### config.mk
export PLATFORM = sky130hd
export DESIGN_NAME = wwdg_device_flat
export DESIGN_NICKNAME = d
export VERILOG_FILES = /design/src/wwdg_pkg.sv /design/src/wwdg_if.sv /design/src/wwdg_device.sv /design/src/flat_wrapper.sv
export SDC_FILE = /design/constraint.sdc
export NUM_CORES = 1
export LEC_CHECK = 0
export BUFFER_PORTS_ARGS = -buffer_cell sky130_fd_sc_hd__buf_2
export CAP_MARGIN = 20
export CORE_MARGIN = 2
export CORE_UTILIZATION = 41
export DETAILED_ROUTE_END_ITERATION = 7
export GPL_TIMING_DRIVEN = 0
export PLACE_DENSITY = 0.66
export SYNTH_ARGS = -nofsm -noshare
export SYNTH_HDL_FRONTEND = slang
export SYNTH_SLANG_ARGS = --single-unit
### constraint.sdc
create_clock -name hclk -period 2.85 [get_ports hclk]
set_input_delay 0.4275 -clock hclk [delete_from_list [all_inputs] [get_ports hclk]]
set_output_delay 0.4275 -clock hclk [all_outputs]
set_load 0.005 [all_outputs]
### src/wwdg_pkg.sv
// package for the window watchdog and its host end
// assumes one 20 MHz clock (hclk) shared by both ends
`default_nettype none
package wwdg_pkg;
    localparam int unsigned CLK_HZ = 20000000;
    // stage intervals in clock cycles
    localparam int unsigned MIN_WIN_CYC = 200;
    localparam int unsigned MAX_WIN_CYC = 1000;
    // supervisor times in microseconds
    localparam int unsigned POR_HOLD_US = 250000;
    localparam int unsigned DEBOUNCE_US = 10000;
    localparam int unsigned ACT_TMO_US = 1200000;
    localparam int unsigned POR_HOLD_CYC =
        (POR_HOLD_US / 1000) * (CLK_HZ / 1000);
    localparam int unsigned DEBOUNCE_CYC =
        (DEBOUNCE_US / 1000) * (CLK_HZ / 1000);
    localparam int unsigned ACT_TMO_CYC =
        (ACT_TMO_US / 1000) * (CLK_HZ / 1000);
    localparam int CNT_W = 32;
    // host register map (byte addresses)
    localparam logic [31:0] HOST_CTRL_ADDR = 32'h0000_0000;
    localparam logic [31:0] HOST_STAT_ADDR = 32'h0000_0004;
    localparam int CTRL_KICK_BIT = 0;
    localparam int CTRL_ARM_BIT = 1;
    localparam int STAT_IRQN_BIT = 0;
    localparam int STAT_KILLN_BIT = 1;
    localparam int STAT_RSTN_BIT = 2;
    localparam int STAT_BUSY_BIT = 3;
    localparam logic [1:0] HTRANS_NONSEQ = 2'h2;
endpackage : wwdg_pkg
`default_nettype wire

### src/wwdg_if.sv
// interface joining the watchdog device and the host end
// assumes both ends share hclk
`default_nettype none
interface wwdg_if;
    logic kick_sel_n;
    logic kick_wr_n;
    logic arm_sel_a_n;
    logic arm_sel_b_n;
    logic guard_fault_irq_n;
    logic drive_kill_n;
    logic sys_reset;
    logic sys_reset_n;
    logic activity_pulse_in;
    modport device (
        input kick_sel_n, kick_wr_n, arm_sel_a_n, arm_sel_b_n,
        activity_pulse_in,
        output guard_fault_irq_n, drive_kill_n, sys_reset, sys_reset_n
    );
    modport host (
        output kick_sel_n, kick_wr_n, arm_sel_a_n, arm_sel_b_n,
        activity_pulse_in,
        input guard_fault_irq_n, drive_kill_n, sys_reset, sys_reset_n
    );
endinterface : wwdg_if
`default_nettype wire

### src/wwdg_device.sv
// window watchdog with reset supervisor, device end
// assumes link inputs are asynchronous; power pins arrive as plain inputs
//
// Chosen here: the placing of the registers and register access over AHB-Lite.
`default_nettype none
module wwdg_device
    import wwdg_pkg::*;
#(
    parameter int unsigned POR_HOLD = POR_HOLD_CYC,
    parameter int unsigned DEBOUNCE = DEBOUNCE_CYC,
    parameter int unsigned ACT_TMO = ACT_TMO_CYC
) (
    // clock and power-on reset
    input wire logic hclk,
    input wire logic hresetn,
    // supply monitor and user pins
    input wire logic supply_good,
    input wire logic manual_reset_button_n,
    input wire logic activity_enable,
    // link to the host
    wwdg_if.device lnk
);
    typedef struct packed {
        logic [1:0] kick_sync;
        logic [1:0] arm_sync;
        logic [1:0] pb_sync;
        logic [1:0] act_sync;
        logic [1:0] sup_sync;
        logic [1:0] aen_sync;
        logic kick_strobe;
        logic act_prev;
        logic min_window_active;
        logic max_window_pending;
        logic relay_arm_flag;
        logic [CNT_W-1:0] min_cnt;
        logic [CNT_W-1:0] max_cnt;
        logic [CNT_W-1:0] hold_cnt;
        logic [CNT_W-1:0] pb_cnt;
        logic [CNT_W-1:0] act_cnt;
        logic irq_n;
        logic kill_n;
        logic rst;
        logic rst_n;
    } wwdg_dev_t;

    wwdg_dev_t st;
    wwdg_dev_t next_st;

    // =====================================================
    // watchdog and supervisor next state
    always_comb begin
        logic kick_now;
        logic kick_fall;
        logic min_rise;
        logic min_clear;
        logic early;
        logic trip;
        logic act_pulse;
        next_st = st;
        kick_now = 1'b0;
        kick_fall = 1'b0;
        min_rise = 1'b0;
        min_clear = 1'b0;
        early = 1'b0;
        trip = 1'b0;
        act_pulse = 1'b0;
        next_st.kick_sync = {st.kick_sync[0],
            ~lnk.kick_sel_n & ~lnk.kick_wr_n};
        next_st.arm_sync = {st.arm_sync[0],
            ~lnk.arm_sel_a_n & ~lnk.arm_sel_b_n};
        next_st.pb_sync = {st.pb_sync[0], manual_reset_button_n};
        next_st.act_sync = {st.act_sync[0], lnk.activity_pulse_in};
        next_st.sup_sync = {st.sup_sync[0], supply_good};
        next_st.aen_sync = {st.aen_sync[0], activity_enable};
        kick_now = st.kick_sync[1];
        next_st.kick_strobe = kick_now;
        kick_fall = st.kick_strobe & ~kick_now;
        // armed fault holds stage one cleared
        min_clear = st.relay_arm_flag & ~st.max_window_pending;
        early = kick_fall & st.min_window_active;
        if (min_clear) begin
            next_st.min_window_active = 1'b0;
            next_st.min_cnt = '0;
        end else if (kick_fall) begin
            next_st.min_window_active = 1'b1;
            next_st.min_cnt = CNT_W'(MIN_WIN_CYC - 1);
            min_rise = ~st.min_window_active;
        end else if (st.min_window_active) begin
            if (st.min_cnt == '0)
                next_st.min_window_active = 1'b0;
            else
                next_st.min_cnt = st.min_cnt - CNT_W'(1);
        end
        if (early) begin
            next_st.max_window_pending = 1'b0;
            next_st.max_cnt = '0;
        end else if (min_rise) begin
            next_st.max_window_pending = 1'b1;
            next_st.max_cnt = CNT_W'(MAX_WIN_CYC - 1);
        end else if (st.max_window_pending) begin
            if (st.max_cnt == '0)
                next_st.max_window_pending = 1'b0;
            else
                next_st.max_cnt = st.max_cnt - CNT_W'(1);
        end
        // unarmed: irq follows stage two so a good kick recovers
        next_st.irq_n = next_st.max_window_pending;
        next_st.kill_n = next_st.max_window_pending;
        if (st.arm_sync[1])
            next_st.relay_arm_flag = 1'b1;
        // supervisor: button debounce, activity timeout, hold time
        if (!st.pb_sync[1]) begin
            if (st.pb_cnt < CNT_W'(DEBOUNCE))
                next_st.pb_cnt = st.pb_cnt + CNT_W'(1);
        end else begin
            next_st.pb_cnt = '0;
        end
        act_pulse = st.act_sync[1] & ~st.act_prev;
        next_st.act_prev = st.act_sync[1];
        if (act_pulse || !st.aen_sync[1])
            next_st.act_cnt = '0;
        else if (st.act_cnt < CNT_W'(ACT_TMO))
            next_st.act_cnt = st.act_cnt + CNT_W'(1);
        trip = ~st.sup_sync[1]
            | (st.pb_cnt >= CNT_W'(DEBOUNCE))
            | (st.act_cnt >= CNT_W'(ACT_TMO));
        if (trip) begin
            next_st.rst = 1'b1;
            next_st.hold_cnt = CNT_W'(POR_HOLD);
            if (st.act_cnt >= CNT_W'(ACT_TMO))
                next_st.act_cnt = '0;
        end else if (st.hold_cnt != '0) begin
            next_st.hold_cnt = st.hold_cnt - CNT_W'(1);
        end else begin
            next_st.rst = 1'b0;
        end
        // own flop for the low copy keeps both pins glitch free
        next_st.rst_n = ~next_st.rst;
    end

    // =====================================================
    // state register; power-on reset clears everything but the button sync, irq, kill, reset and hold count
    always_ff @(posedge hclk or negedge hresetn) begin
        if (!hresetn) begin
            st <= '0;
            st.pb_sync <= 2'h3;
            st.sup_sync <= 2'h0;
            st.irq_n <= 1'b1;
            st.kill_n <= 1'b1;
            st.rst <= 1'b1;
            st.hold_cnt <= CNT_W'(POR_HOLD);
        end else begin
            st <= next_st;
        end
    end

    assign lnk.guard_fault_irq_n = st.irq_n;
    assign lnk.drive_kill_n = st.kill_n;
    assign lnk.sys_reset = st.rst;
    assign lnk.sys_reset_n = st.rst_n;
endmodule : wwdg_device
`default_nettype wire

### src/flat_wrapper.sv
// flat-port wrapper written by rule: the top's interface ports become plain ports
module wwdg_device_flat import wwdg_pkg::*;
#(
    parameter int unsigned POR_HOLD = POR_HOLD_CYC,
    parameter int unsigned DEBOUNCE = DEBOUNCE_CYC,
    parameter int unsigned ACT_TMO = ACT_TMO_CYC
)
  (hclk, hresetn, supply_good, manual_reset_button_n, activity_enable, lnk_kick_sel_n, lnk_kick_wr_n, lnk_arm_sel_a_n, lnk_arm_sel_b_n, lnk_activity_pulse_in, lnk_guard_fault_irq_n, lnk_drive_kill_n, lnk_sys_reset, lnk_sys_reset_n);
  wwdg_if lnk_i ();
  input wire logic hclk;
  input wire logic hresetn;
  input wire logic supply_good;
  input wire logic manual_reset_button_n;
  input wire logic activity_enable;
  input wire logic [$bits(lnk_i.kick_sel_n)-1:0] lnk_kick_sel_n;
  input wire logic [$bits(lnk_i.kick_wr_n)-1:0] lnk_kick_wr_n;
  input wire logic [$bits(lnk_i.arm_sel_a_n)-1:0] lnk_arm_sel_a_n;
  input wire logic [$bits(lnk_i.arm_sel_b_n)-1:0] lnk_arm_sel_b_n;
  input wire logic [$bits(lnk_i.activity_pulse_in)-1:0] lnk_activity_pulse_in;
  output wire logic [$bits(lnk_i.guard_fault_irq_n)-1:0] lnk_guard_fault_irq_n;
  output wire logic [$bits(lnk_i.drive_kill_n)-1:0] lnk_drive_kill_n;
  output wire logic [$bits(lnk_i.sys_reset)-1:0] lnk_sys_reset;
  output wire logic [$bits(lnk_i.sys_reset_n)-1:0] lnk_sys_reset_n;
  assign lnk_i.kick_sel_n = lnk_kick_sel_n;
  assign lnk_i.kick_wr_n = lnk_kick_wr_n;
  assign lnk_i.arm_sel_a_n = lnk_arm_sel_a_n;
  assign lnk_i.arm_sel_b_n = lnk_arm_sel_b_n;
  assign lnk_i.activity_pulse_in = lnk_activity_pulse_in;
  assign lnk_guard_fault_irq_n = lnk_i.guard_fault_irq_n;
  assign lnk_drive_kill_n = lnk_i.drive_kill_n;
  assign lnk_sys_reset = lnk_i.sys_reset;
  assign lnk_sys_reset_n = lnk_i.sys_reset_n;
  wwdg_device #(.POR_HOLD(POR_HOLD), .DEBOUNCE(DEBOUNCE), .ACT_TMO(ACT_TMO)) u_core (.hclk(hclk), .hresetn(hresetn), .supply_good(supply_good), .manual_reset_button_n(manual_reset_button_n), .activity_enable(activity_enable), .lnk(lnk_i));
endmodule
==> Word level (Yosys, flattened, before mapping) <==
Cells that the tools add are included.
{ "totals": {"register_bits": 180, "output_inout_bits": 4, "elab_cells": 87} }
{ "op_classes": {"addsub": 5, "order_cmp": 4, "eq_ne": 2, "muxes": 28, "bitwise": 18, "n_reduce_logical": 11} }
{ "ops": {"columns": ["operator", "n"], "rows": [
  ["$mux W32", 16],
  ["$sub A32 B1 Y32 const B", 3],
  ["$add A32 B1 Y32 const B", 2],
  ["$logic_not A32 Y1", 2],
  ["$ge A32 B18 Y1 const B", 1],
  ["$ge A32 B25 Y1 const B", 1],
  ["$lt A32 B18 Y1 const B", 1],
  ["$lt A32 B25 Y1 const B", 1],
  ["$reduce_bool A32 Y1", 1],
  ["$mux W1", 12],
  ["$not A1 Y1", 10],
  ["$and A1 B1 Y1", 6],
  ["$ne A3 B1 Y1 const B", 2],
  ["$reduce_bool A3 Y1", 2],
  ["$reduce_and A2 Y1", 2],
  ["$reduce_bool A2 Y1", 2],
  ["$or A1 B1 Y1", 2],
  ["$logic_not A1 Y1", 1],
  ["$logic_or A1 B1 Y1", 1]
]} }

==> Depth between registers and ports, before layout <==
Gate-level depths: netlist of run 1.
{ "depth": {"ltp_word": 6, "depth_mapped": 9, "mapped_depth_nobuf": 8} }

==> Worst setup path after synthesis of run 1 <==
No wires, ideal clock.
{ "synth_path": {"path_kind": "register -> register", "start": "reg u_core.st[158] (netlist name)", "end": "reg u_core.st[133] (netlist name)", "arrival_time_ns": 2.446, "t_required_ns": 2.772, "path_slack_ns": 0.327, "path_stages_with_launch": 9, "path_buffers": 2, "period_less_slack_ns": 2.523, "cell_sequence": "dfrtp_1 -> or4_1 -> clkbuf_1 -> or2_1 -> or4b_1 -> buf_2 -> nand2_2 -> mux2_2 -> a21oi_1"} }
{ "synth_via": {"elab_chain_cells": 3} }
{ "synth_rtl": {"columns": ["item", "line_no", "text"], "rows": [
  ["start, declared", "wwdg_device.sv:46", "wwdg_dev_t st;"],
  ["start signal, assigned", "wwdg_device.sv:153", "st <= next_st;"],
  ["$logic_not A32 Y1", "wwdg_device.sv:89", "if (st.min_cnt == '0)"],
  ["$ne A3 B1 Y1 (no source line)", null, null],
  ["$reduce_and A2 Y1 (no source line)", null, null]
]} }
Every way passes these cells.
A chain may end at the register's enable or synchronous reset.

==> Worst setup path after layout of run 1 <==
{ "layout_path": {"start": "reg u_core.st[100] (netlist name)", "end": "reg u_core.st[116] (netlist name)"} }
{ "layout_via": {"elab_chain_cells": 5} }
{ "layout_rtl": {"columns": ["item", "line_no", "text"], "rows": [
  ["$sub A32 B1 Y32", "wwdg_device.sv:104", "next_st.max_cnt = st.max_cnt - CNT_W'(1);"],
  ["$mux W32", "wwdg_device.sv:101", "if (st.max_cnt == '0)"],
  ["$mux W32", "wwdg_device.sv:100", "end else if (st.max_window_pending) begin"],
  ["$mux W32", "wwdg_device.sv:97", "end else if (min_rise) begin"],
  ["$mux W32", "wwdg_device.sv:94", "if (early) begin"]
]} }
Parallel ways exist; a longest one is shown, timed or not. The select of a mux whose other input is x is not followed.

==> results by group, run 1 <==
Floorplanning
  – Cell row count: 53
  – Top-Level Pins: 14
  – Initial Utilization: a little over two fifths
  – Die Width: between 150 and 200 microns
  – Die ar.: between 20000 and 25000 sq um
  – Core Footprint: around 21000 sq um
  – Die Ht: ~150 microns

Worst setup path
  – CP arrival: 3.07 ns
  – CP endpoint kind: flop
  – CP Buf/Inv Count: 1
  – Crit Path Class: reg2reg
  – Setup crit start kind: flop
  – Crit-path max cell delay: 0.64 ns
  – RR Endpoint: u_core.st[116]$_DFFE_PN0P_
  – Reg2Reg Launch Point: u_core.st[100]$_DFFE_PN0P_
  – Crit path max-delay family: simple AND/OR/NAND/NOR gates
  – Critical Path Stages: 8
  – Cells along the critical path: inv_1 > ha_1 > or4b_2 > or4_1 > or2_0 > and3_1 > o21ai_1 > o31ai_1
  – Critical Path Slowest Stage Cell: or4b_2
  – CP required: around 3.2 ns
  – Worst-case reg-to-reg path depth: 8
  – Critical path destination: u_core.st[116]$_DFFE_PN0P_
  – CP max FO: 5
  – R2r setup slk: 0.09 ns
  – Critical Path Start: u_core.st[100]$_DFFE_PN0P_

Yosys
  – Fraction of registers with async set/reset: 100.0%
  – Synth top area share: 47.92%
  – Syn avg cell area: between 9 and 10 sq um
  – Post-synth EDFFs: 0
  – Yosys cell types: just over 70
  – Register area share after synthesis: 51.52%
  – Cell taking the most area after synthesis: dfrtp_1
  – Most common cell in the netlist: dfrtp_1
  – Top FF cell, synth: dfrtp_1
  – Synth top cells by count: dfrtp_1 (168), nor2_1 (134), nand2_1 (57), xor2_1 (51), nor3_1 (46)
  – Yosys reg bits: 180
  – Cell area after synthesis: 8772 sq um
  – Yosys warns: 0
  – Synth area leaders: dfrtp_1 (48%), nor2_1 (5.7%), xor2_1 (5.1%)
  – Mapped Cells: around 900

Clock tree
  – CTS max path bufs: 2
  – CTS tree: done
  – Clk slew on worst S/H paths: 0.07 ns
  – CTS H-tree lvls: 4
  – Root Buffer: clkbuf_16
  – Clock Sinks: 180
  – Clock Latency Late Sink: 0.42 ns
  – Total CTS buffers: 17

Routing
  – Post-DR wirelength/cell: 14.04 microns
  – Drt pass-1 iters: 4
  – Post-route ant nets: 0
  – Vias: 6594
  – Residual DRC count: 0
  – Iteration-0 DRC Markers: 474
  – Routed wire length: 17.27 mm
  – Via-to-Cell Ratio: 5.361

Timing
  – Final Skew: 0.006727 ns
  – Fin crit period: 2.763 ns
  – Final hold violation count: 0
  – Setup Viol. Count Final: 0
  – Hold Slack: 0.09337 ns
  – Worst slew pin tran: ~1.1 ns
  – Tcrit/Tclk final: 96.96%
  – Slew Limit Headroom: ~29%
  – Unrepaired setup endpoints after global routing: true
  – Max Fclk: 361.9 MHz
  – Max-slew violations: 0

Final layout
  – Layout cell share with drive strength beyond 1: 9.319%
  – Syn-to-layout area delta: 13.38%
  – Post-route cell area: 9946 sq um
  – Inserted Diodes: 0
  – Final Net Count: 960

Placement
  – Port bufs: 13
  – Routability cong.: 0.8225
  – Hpwl dp: 11.46 mm
  – Placed inst area: between 9000 and 10000 sq um

Power
  – Psw: 2.569 mW
  – Power share of the clock group: 32.8%
  – Net Sw Frac: between 30% and 40%
  – Sequential Power Share: 41.0%
  – Combinational power share: between 20% and 30%
  – P_int: 5.095 mW
  – Power Dens Cells: between 700 and 800 nW/um^2
  – Lkg Pwr: approximately 4.1 nW
  – Peak supply drop: 0.5404 mV

Hold path
  – HP Start: manual_reset_button_n
  – HP Class: in2reg
  – Worst Hold Depth: 1

Global route
  – GR Util All Layers: 16.44%
  – First-pass GRT wire length: 30.44 mm
  – GRT overflow: 0
  – Antenna violations before repair: 0
  – Vias in the first global route: 6434
  – Largest net degree at the start of global routing: between 100 and 150

Flow run
  – Max-Cap Viols: 0

Run status
  – Outcome: finished clean
[cells by family (layout without fill, tap and decap cells)]
group / after synthesis / after routing / share of synthesized area (%)
buf+inv: 54 / 101 / 2.482
fa+ha+maj: 8 / 8 / 1.141
compound gates: 114 / 114 / 8.344
xor+xnor: 95 / 95 / 9.485
other cells: 1 / 7 / 0.04275
simple gates: 448 / 448 / 26.74
mux: 2 / 2 / 0.2425
flops: 180 / 180 / 51.52
[flip-flops by register name (all words and copies together), names as in the netlist]
signal and count:
u_core.lnk.guard_fault_irq_n 1, u_core.lnk.sys_reset 1, u_core.lnk.sys_reset_n 1, u_core.next_st 8, u_core.st 169
[layout make-up]
type                            count  area [sq um]
Buffer                             34         142.6
Clock buffer                       18         439.2
Clock inverter                     14         198.9
Fill cell                        1910         11080
Inverter                           20         75.07
Multi-Input combinational cell    674          4114
Sequential cell                   180          4519
Tap cell                          275         344.1
Timing Repair Buffer               15         112.6
[how the worst min path moves through the flow]
stage	endpoint	slack [ns]
3_5_place_dp	u_core.st[170]$_DFF_PN0_	0.33
2_1_floorplan	u_core.lnk.sys_reset_n$_DFF_PN0_	0.13
4_1_cts	u_core.next_st[176]$_DFF_PN1_	0.08
6_report	u_core.next_st[176]$_DFF_PN1_	0.09
3_3_place_gp	u_core.next_st[168]$_DFF_PN0_	0.33
5_1_grt	u_core.next_st[176]$_DFF_PN1_	0.08
[routing by layer]
metal	track usage, %	vias up	share of wire (%)
met5	0	-	0
met4	5.472	0	1.5
met3	2.576	21	2.5
met2	26.91	85	47
met1	22.36	3225	49
li1	-	3263	-
[power by group through the flow]
stage          sequential [mW]  clock, mW  combinational (mW)
3_3_place_gp              3.16          0                1.94
2_1_floorplan             3.10          0                1.53
3_5_place_dp              3.17          0                1.97
5_1_grt                   3.18       2.67                2.27
6_report                  3.14       2.52                2.01
4_1_cts                   3.13       2.58                1.99
[cell usage in the layout, fill, tap and decap left out, types with 6 or more instances in the layout]
master	count
nand3b_1	6
and3_1	13
or3_1	21
nor4_1	29
dfrtp_1	168
nand3_1	43
nand2_1	57
or4_1	13
inv_1	20
nor2_1	134
nor3_1	46
ha_1	8
nand2b_1	7
o21ai_0	32
nand4_1	21
xor2_1	51
dfstp_2	12
clkinvlp_4	7
conb_1	7
xnor2_1	44
a21oi_1	35
nor2b_1	16
clkbuf_1	28
a31oi_1	7
clkbuf_16	17
buf_2	15
[worst reg2reg max path: cells and delay by family (launching register included)]
| family | cells | cell delay, ns |
|---|---|---|
| fa+ha+maj | 1 | 0.21 |
| compound gates | 2 | 0.23 |
| flops | 1 | 0.42 |
| simple gates | 4 | 1.71 |
| buf+inv | 1 | 0.07 |
[what timing repair did]
item	CTS	global route
pin swaps	0	1
setup endpoints to repair	3	8
cloned	0	0
resized for setup	1	7
hold buffers	1	0
buffers inserted	0	0
endpoints found under the hold margin	67	0
[per-stage QoR]
| step | TNS [ns] | total power [mW] | instances | worst slack, ns | util, % |
|---|---|---|---|---|---|
| 2_1_floorplan | 0 | 4.634 | 908 | 0.3266 | - |
| 3_3_place_gp | -268.26 | 5.099 | 1196 | -1.579 | 43.78 |
| 3_5_place_dp | 0 | 5.144 | 1197 | 0.03044 | 43.96 |
| 4_1_cts | 0 | 7.693 | 1230 | 0.1010 | 47.07 |
| 5_1_grt | -0.04401 | 8.125 | 1230 | -0.04401 | 47.31 |
| 6_report | 0 | 7.664 | 1230 | 0.08653 | 47.31 |
(Power assumes the default switching activity.)
==> inputs of run 2 (changes only) <==
Settings changed: CORE_ASPECT_RATIO set to 1.4.
==> run 2 against run 1 <==
Net effect: the run now ends with hold timing left; sequential power is essentially flat; first-iteration DRC count decreased by 3.0%; hold slack got worse by 0.094 ns; flip-flop and latch count stayed put; clock skew hardly changed; critical path depth fell by 2; non-clock buffer count increased by 2; maximum frequency rose by 2.8%; sequential share of layout area is 0.22 points higher; via count about the same; critical endpoint is now u_core.st[123]$_DFFE_PN0P_.
==> results by group, run 2 (synthesis results as in run 1) <==
Run status
  – Outcome: finished, violations left
  – Failing checks: hold timing

Clock tree
  – Root Buffer: clkbuf_16
  – # Post-CTS Setup Buffers: 0 (unchanged)
  – CTS max path bufs: 2 (unchanged)
  – CTS tree: done
  – Clock Latency Late Sink: 0.44 ns (+0.02 ns)
  – CTS H-tree lvls: 4 (unchanged)
  – Total CTS buffers: 17 (unchanged)
  – Clock Sinks: 180 (unchanged)
  – Clk slew on worst S/H paths: 0.07 ns (about the same)

Worst setup path
  – Crit path max-delay family: simple AND/OR/NAND/NOR gates
  – Critical Path Start: u_core.st[127]$_DFFE_PN0P_
  – Critical Path Stages: 6 (-2)
  – R2r setup slk: 0.16 ns (+0.08 ns)
  – Crit Path Class: reg2reg
  – Setup crit start kind: flop
  – CP required: 3.15 ns (about the same)
  – CP endpoint kind: flop
  – RR Endpoint: u_core.st[123]$_DFFE_PN0P_
  – CP max FO: 8 (+3)
  – Critical Path Slowest Stage Cell: o41ai_4
  – Worst-case reg-to-reg path depth: 6 (-2)
  – CP Buf/Inv Count: 0 (-1)
  – Cells along the critical path: or4_4 > or2_4 > o41ai_4 > nor2_1 > o311ai_0 > nand3_1
  – Reg2Reg Launch Point: u_core.st[127]$_DFFE_PN0P_
  – Crit-path max cell delay: 0.63 ns (about the same)
  – CP arrival: 2.99 ns (-0.08 ns)
  – Critical path destination: u_core.st[123]$_DFFE_PN0P_

Final layout
  – Most frequent cells in the layout: dfrtp_1 (168), nor2_1 (134), nand2_1 (57)
  – Syn-to-layout area delta: 12.82%
  – Final Net Count: 962 (+0.21%)
  – Largest Register: u_core.st
  – Area of the multi-input gates: 4094 sq um (-0.49%)
  – Register area: 4519 sq um (unchanged)
  – Inserted Diodes: 0 (unchanged)
  – Commonest non-fill, non-tap cell in the layout: dfrtp_1
  – Post-route cell area: 9897 sq um (-0.49%)
  – Final Instance Count excl. Fillers: 1217 (-1.1%)
  – Layout cell share with drive strength beyond 1: 9.509% (+0.19 points)
  – Fillers: 1996 (+4.5%)
  – Max reg flops: 169 (unchanged)

Timing
  – Max Fclk: 372.0 MHz (+2.8%)
  – Hold Slack: -0.0007730 ns (-0.09415 ns)
  – Fin crit period: 2.688 ns (-0.07555 ns)
  – Unrepaired setup endpoints after global routing: false
  – Final hold violation count: 1 (+1)
  – Max-slew violations: 0 (unchanged)
  – Slew Limit Headroom: 39.52% (+11 points)
  – Final Skew: 0.006977 ns (+0.0002497 ns)
  – Setup Viol. Count Final: 0 (unchanged)
  – Tcrit/Tclk final: 94.31% (-2.7 points)
  – PnR worst setup slack: 0.1621 ns (+0.07555 ns)
  – Worst slew pin tran: 0.8930 ns (-0.1722 ns)

Floorplanning
  – Core Footprint: 21130 sq um (+0.49%)
  – Top-Level Pins: 14 (unchanged)
  – Die ar.: 22600 sq um (about the same)
  – Die Width: 127.6 microns (-15%)
  – Cell row count: 63 (+19%)
  – Die Ht: 177.1 microns (+18%)
  – Initial Utilization: 41.52% (-0.21 points)

Placement
  – Port bufs: 13 (unchanged)
  – Routability cong.: 0.8193 (-0.39%)
  – Hpwl dp: 11.88 mm (+3.7%)
  – Cells after DPL: 1183 (-1.2%)
  – Pre-CTS setup slack: -0.004911 ns (-0.03535 ns)
  – Placed inst area: 9233 sq um (about the same)

Global route
  – GR Util All Layers: 16.97% (+0.53 points)
  – Antenna violations before repair: 0 (unchanged)
  – Vias in the first global route: 6642 (+3.2%)
  – First-pass GRT wire length: 31.33 mm (+2.9%)
  – Largest net degree at the start of global routing: 97 (-13%)
  – GRT overflow: 0 (unchanged)

Routing
  – Via-to-Cell Ratio: 5.420 (+1.1%)
  – Iteration-0 DRC Markers: 460 (-3.0%)
  – WL met3: 485 microns (+13%)
  – Post-route ant nets: 0 (unchanged)
  – Post-DR wirelength/cell: 14.66 microns (+4.4%)
  – Met2 WL: 8.945 mm (+10%)
  – Vias: 6596 (+0.030%)
  – Routed wire length: 17.84 mm (+3.3%)
  – Met1 Wirelength: 8.006 mm (-5.6%)
  – Drt pass-1 iters: 5 (+1)
  – Residual DRC count: 0 (unchanged)
  – Highest routed layer: met4

Hold path
  – HP Class: in2async

Power
  – Lkg Pwr: 4.157 nW (+0.51%)
  – Peak supply drop: 0.3882 mV (-28%)
  – Power Dens Cells: 761.7 nW/um^2 (-1.2%)
  – Pwr Total: 7.539 mW (-1.6%)

Flow run
  – Max-Cap Viols: 0 (unchanged)
## run 2: cell type report
| class | count | share of cell area, % |
|---|---|---|
| clock inverters | 13 | 1.770 |
| clock buffers | 19 | 4.475 |
| inverters | 20 | 0.7585 |
| well taps | 260 | 3.287 |
| plain buffers | 34 | 1.441 |
| multi-input cells | 674 | 41.37 |
| flip-flops and latches | 180 | 45.66 |
| repair buffers | 17 | 1.239 |
## run 2: worst min path at each step
stage	startpoint	end	slack, ns	cells after the start
final	hresetn	u_core.st[101]$_DFFE_PN0P_	-0.0008	1
after global routing	hresetn	u_core.st[101]$_DFFE_PN0P_	0.07	1
after CTS	hresetn	u_core.st[100]$_DFFE_PN0P_	0.03	1
after detailed placement	u_core.next_st[180]$_DFF_PN0_	u_core.next_st[168]$_DFF_PN0_	0.34	0
after global placement	u_core.next_st[174]$_DFF_PN0_	u_core.next_st[167]$_DFF_PN0_	0.33	0
after floorplan	hresetn	u_core.lnk.sys_reset_n$_DFF_PN0_	0.13	0
## run 2: stage by stage
step | hold slack, ns | util (%) | TNS [ns]
3_5_place_dp | 0.3402 | 43.70 | -0.008450
4_1_cts | 0.03426 | 46.66 | 0
2_1_floorplan | 0.1319 | - | 0
3_3_place_gp | 0.3330 | 43.48 | -267.48
5_1_grt | 0.06965 | 46.85 | 0
6_report | -0.0007730 | 46.85 | 0
## run 2: what timing repair did
item	CTS	global route
hold buffers	0	0
resized for setup	1	6
setup endpoints to repair	6	14
## run 2: report_power, final
part | internal (mW) | switching, mW | leakage [nW]
clock network | 1.42 | 1.03 | 0.295
logic | 0.754 | 1.21 | 1.48
registers | 2.84 | 0.292 | 2.38
total | 5.01 | 2.53 | 4.16
## run 2: layer usage
metal | GRT usage [%] | up-vias
met5 | 0 | -
met1 | 21.12 | 3196
met3 | 3.416 | 33
met4 | 7.326 | 0
li1 | - | 3262
met2 | 28.61 | 105
## run 2: worst register-to-register path: stages, from the launching register on
cell	delay, ns
dfrtp_1	0.42
or4_4	0.58
or2_4	0.30
o41ai_4	0.63
nor2_1	0.29
o311ai_0	0.20
nand3_1	0.14
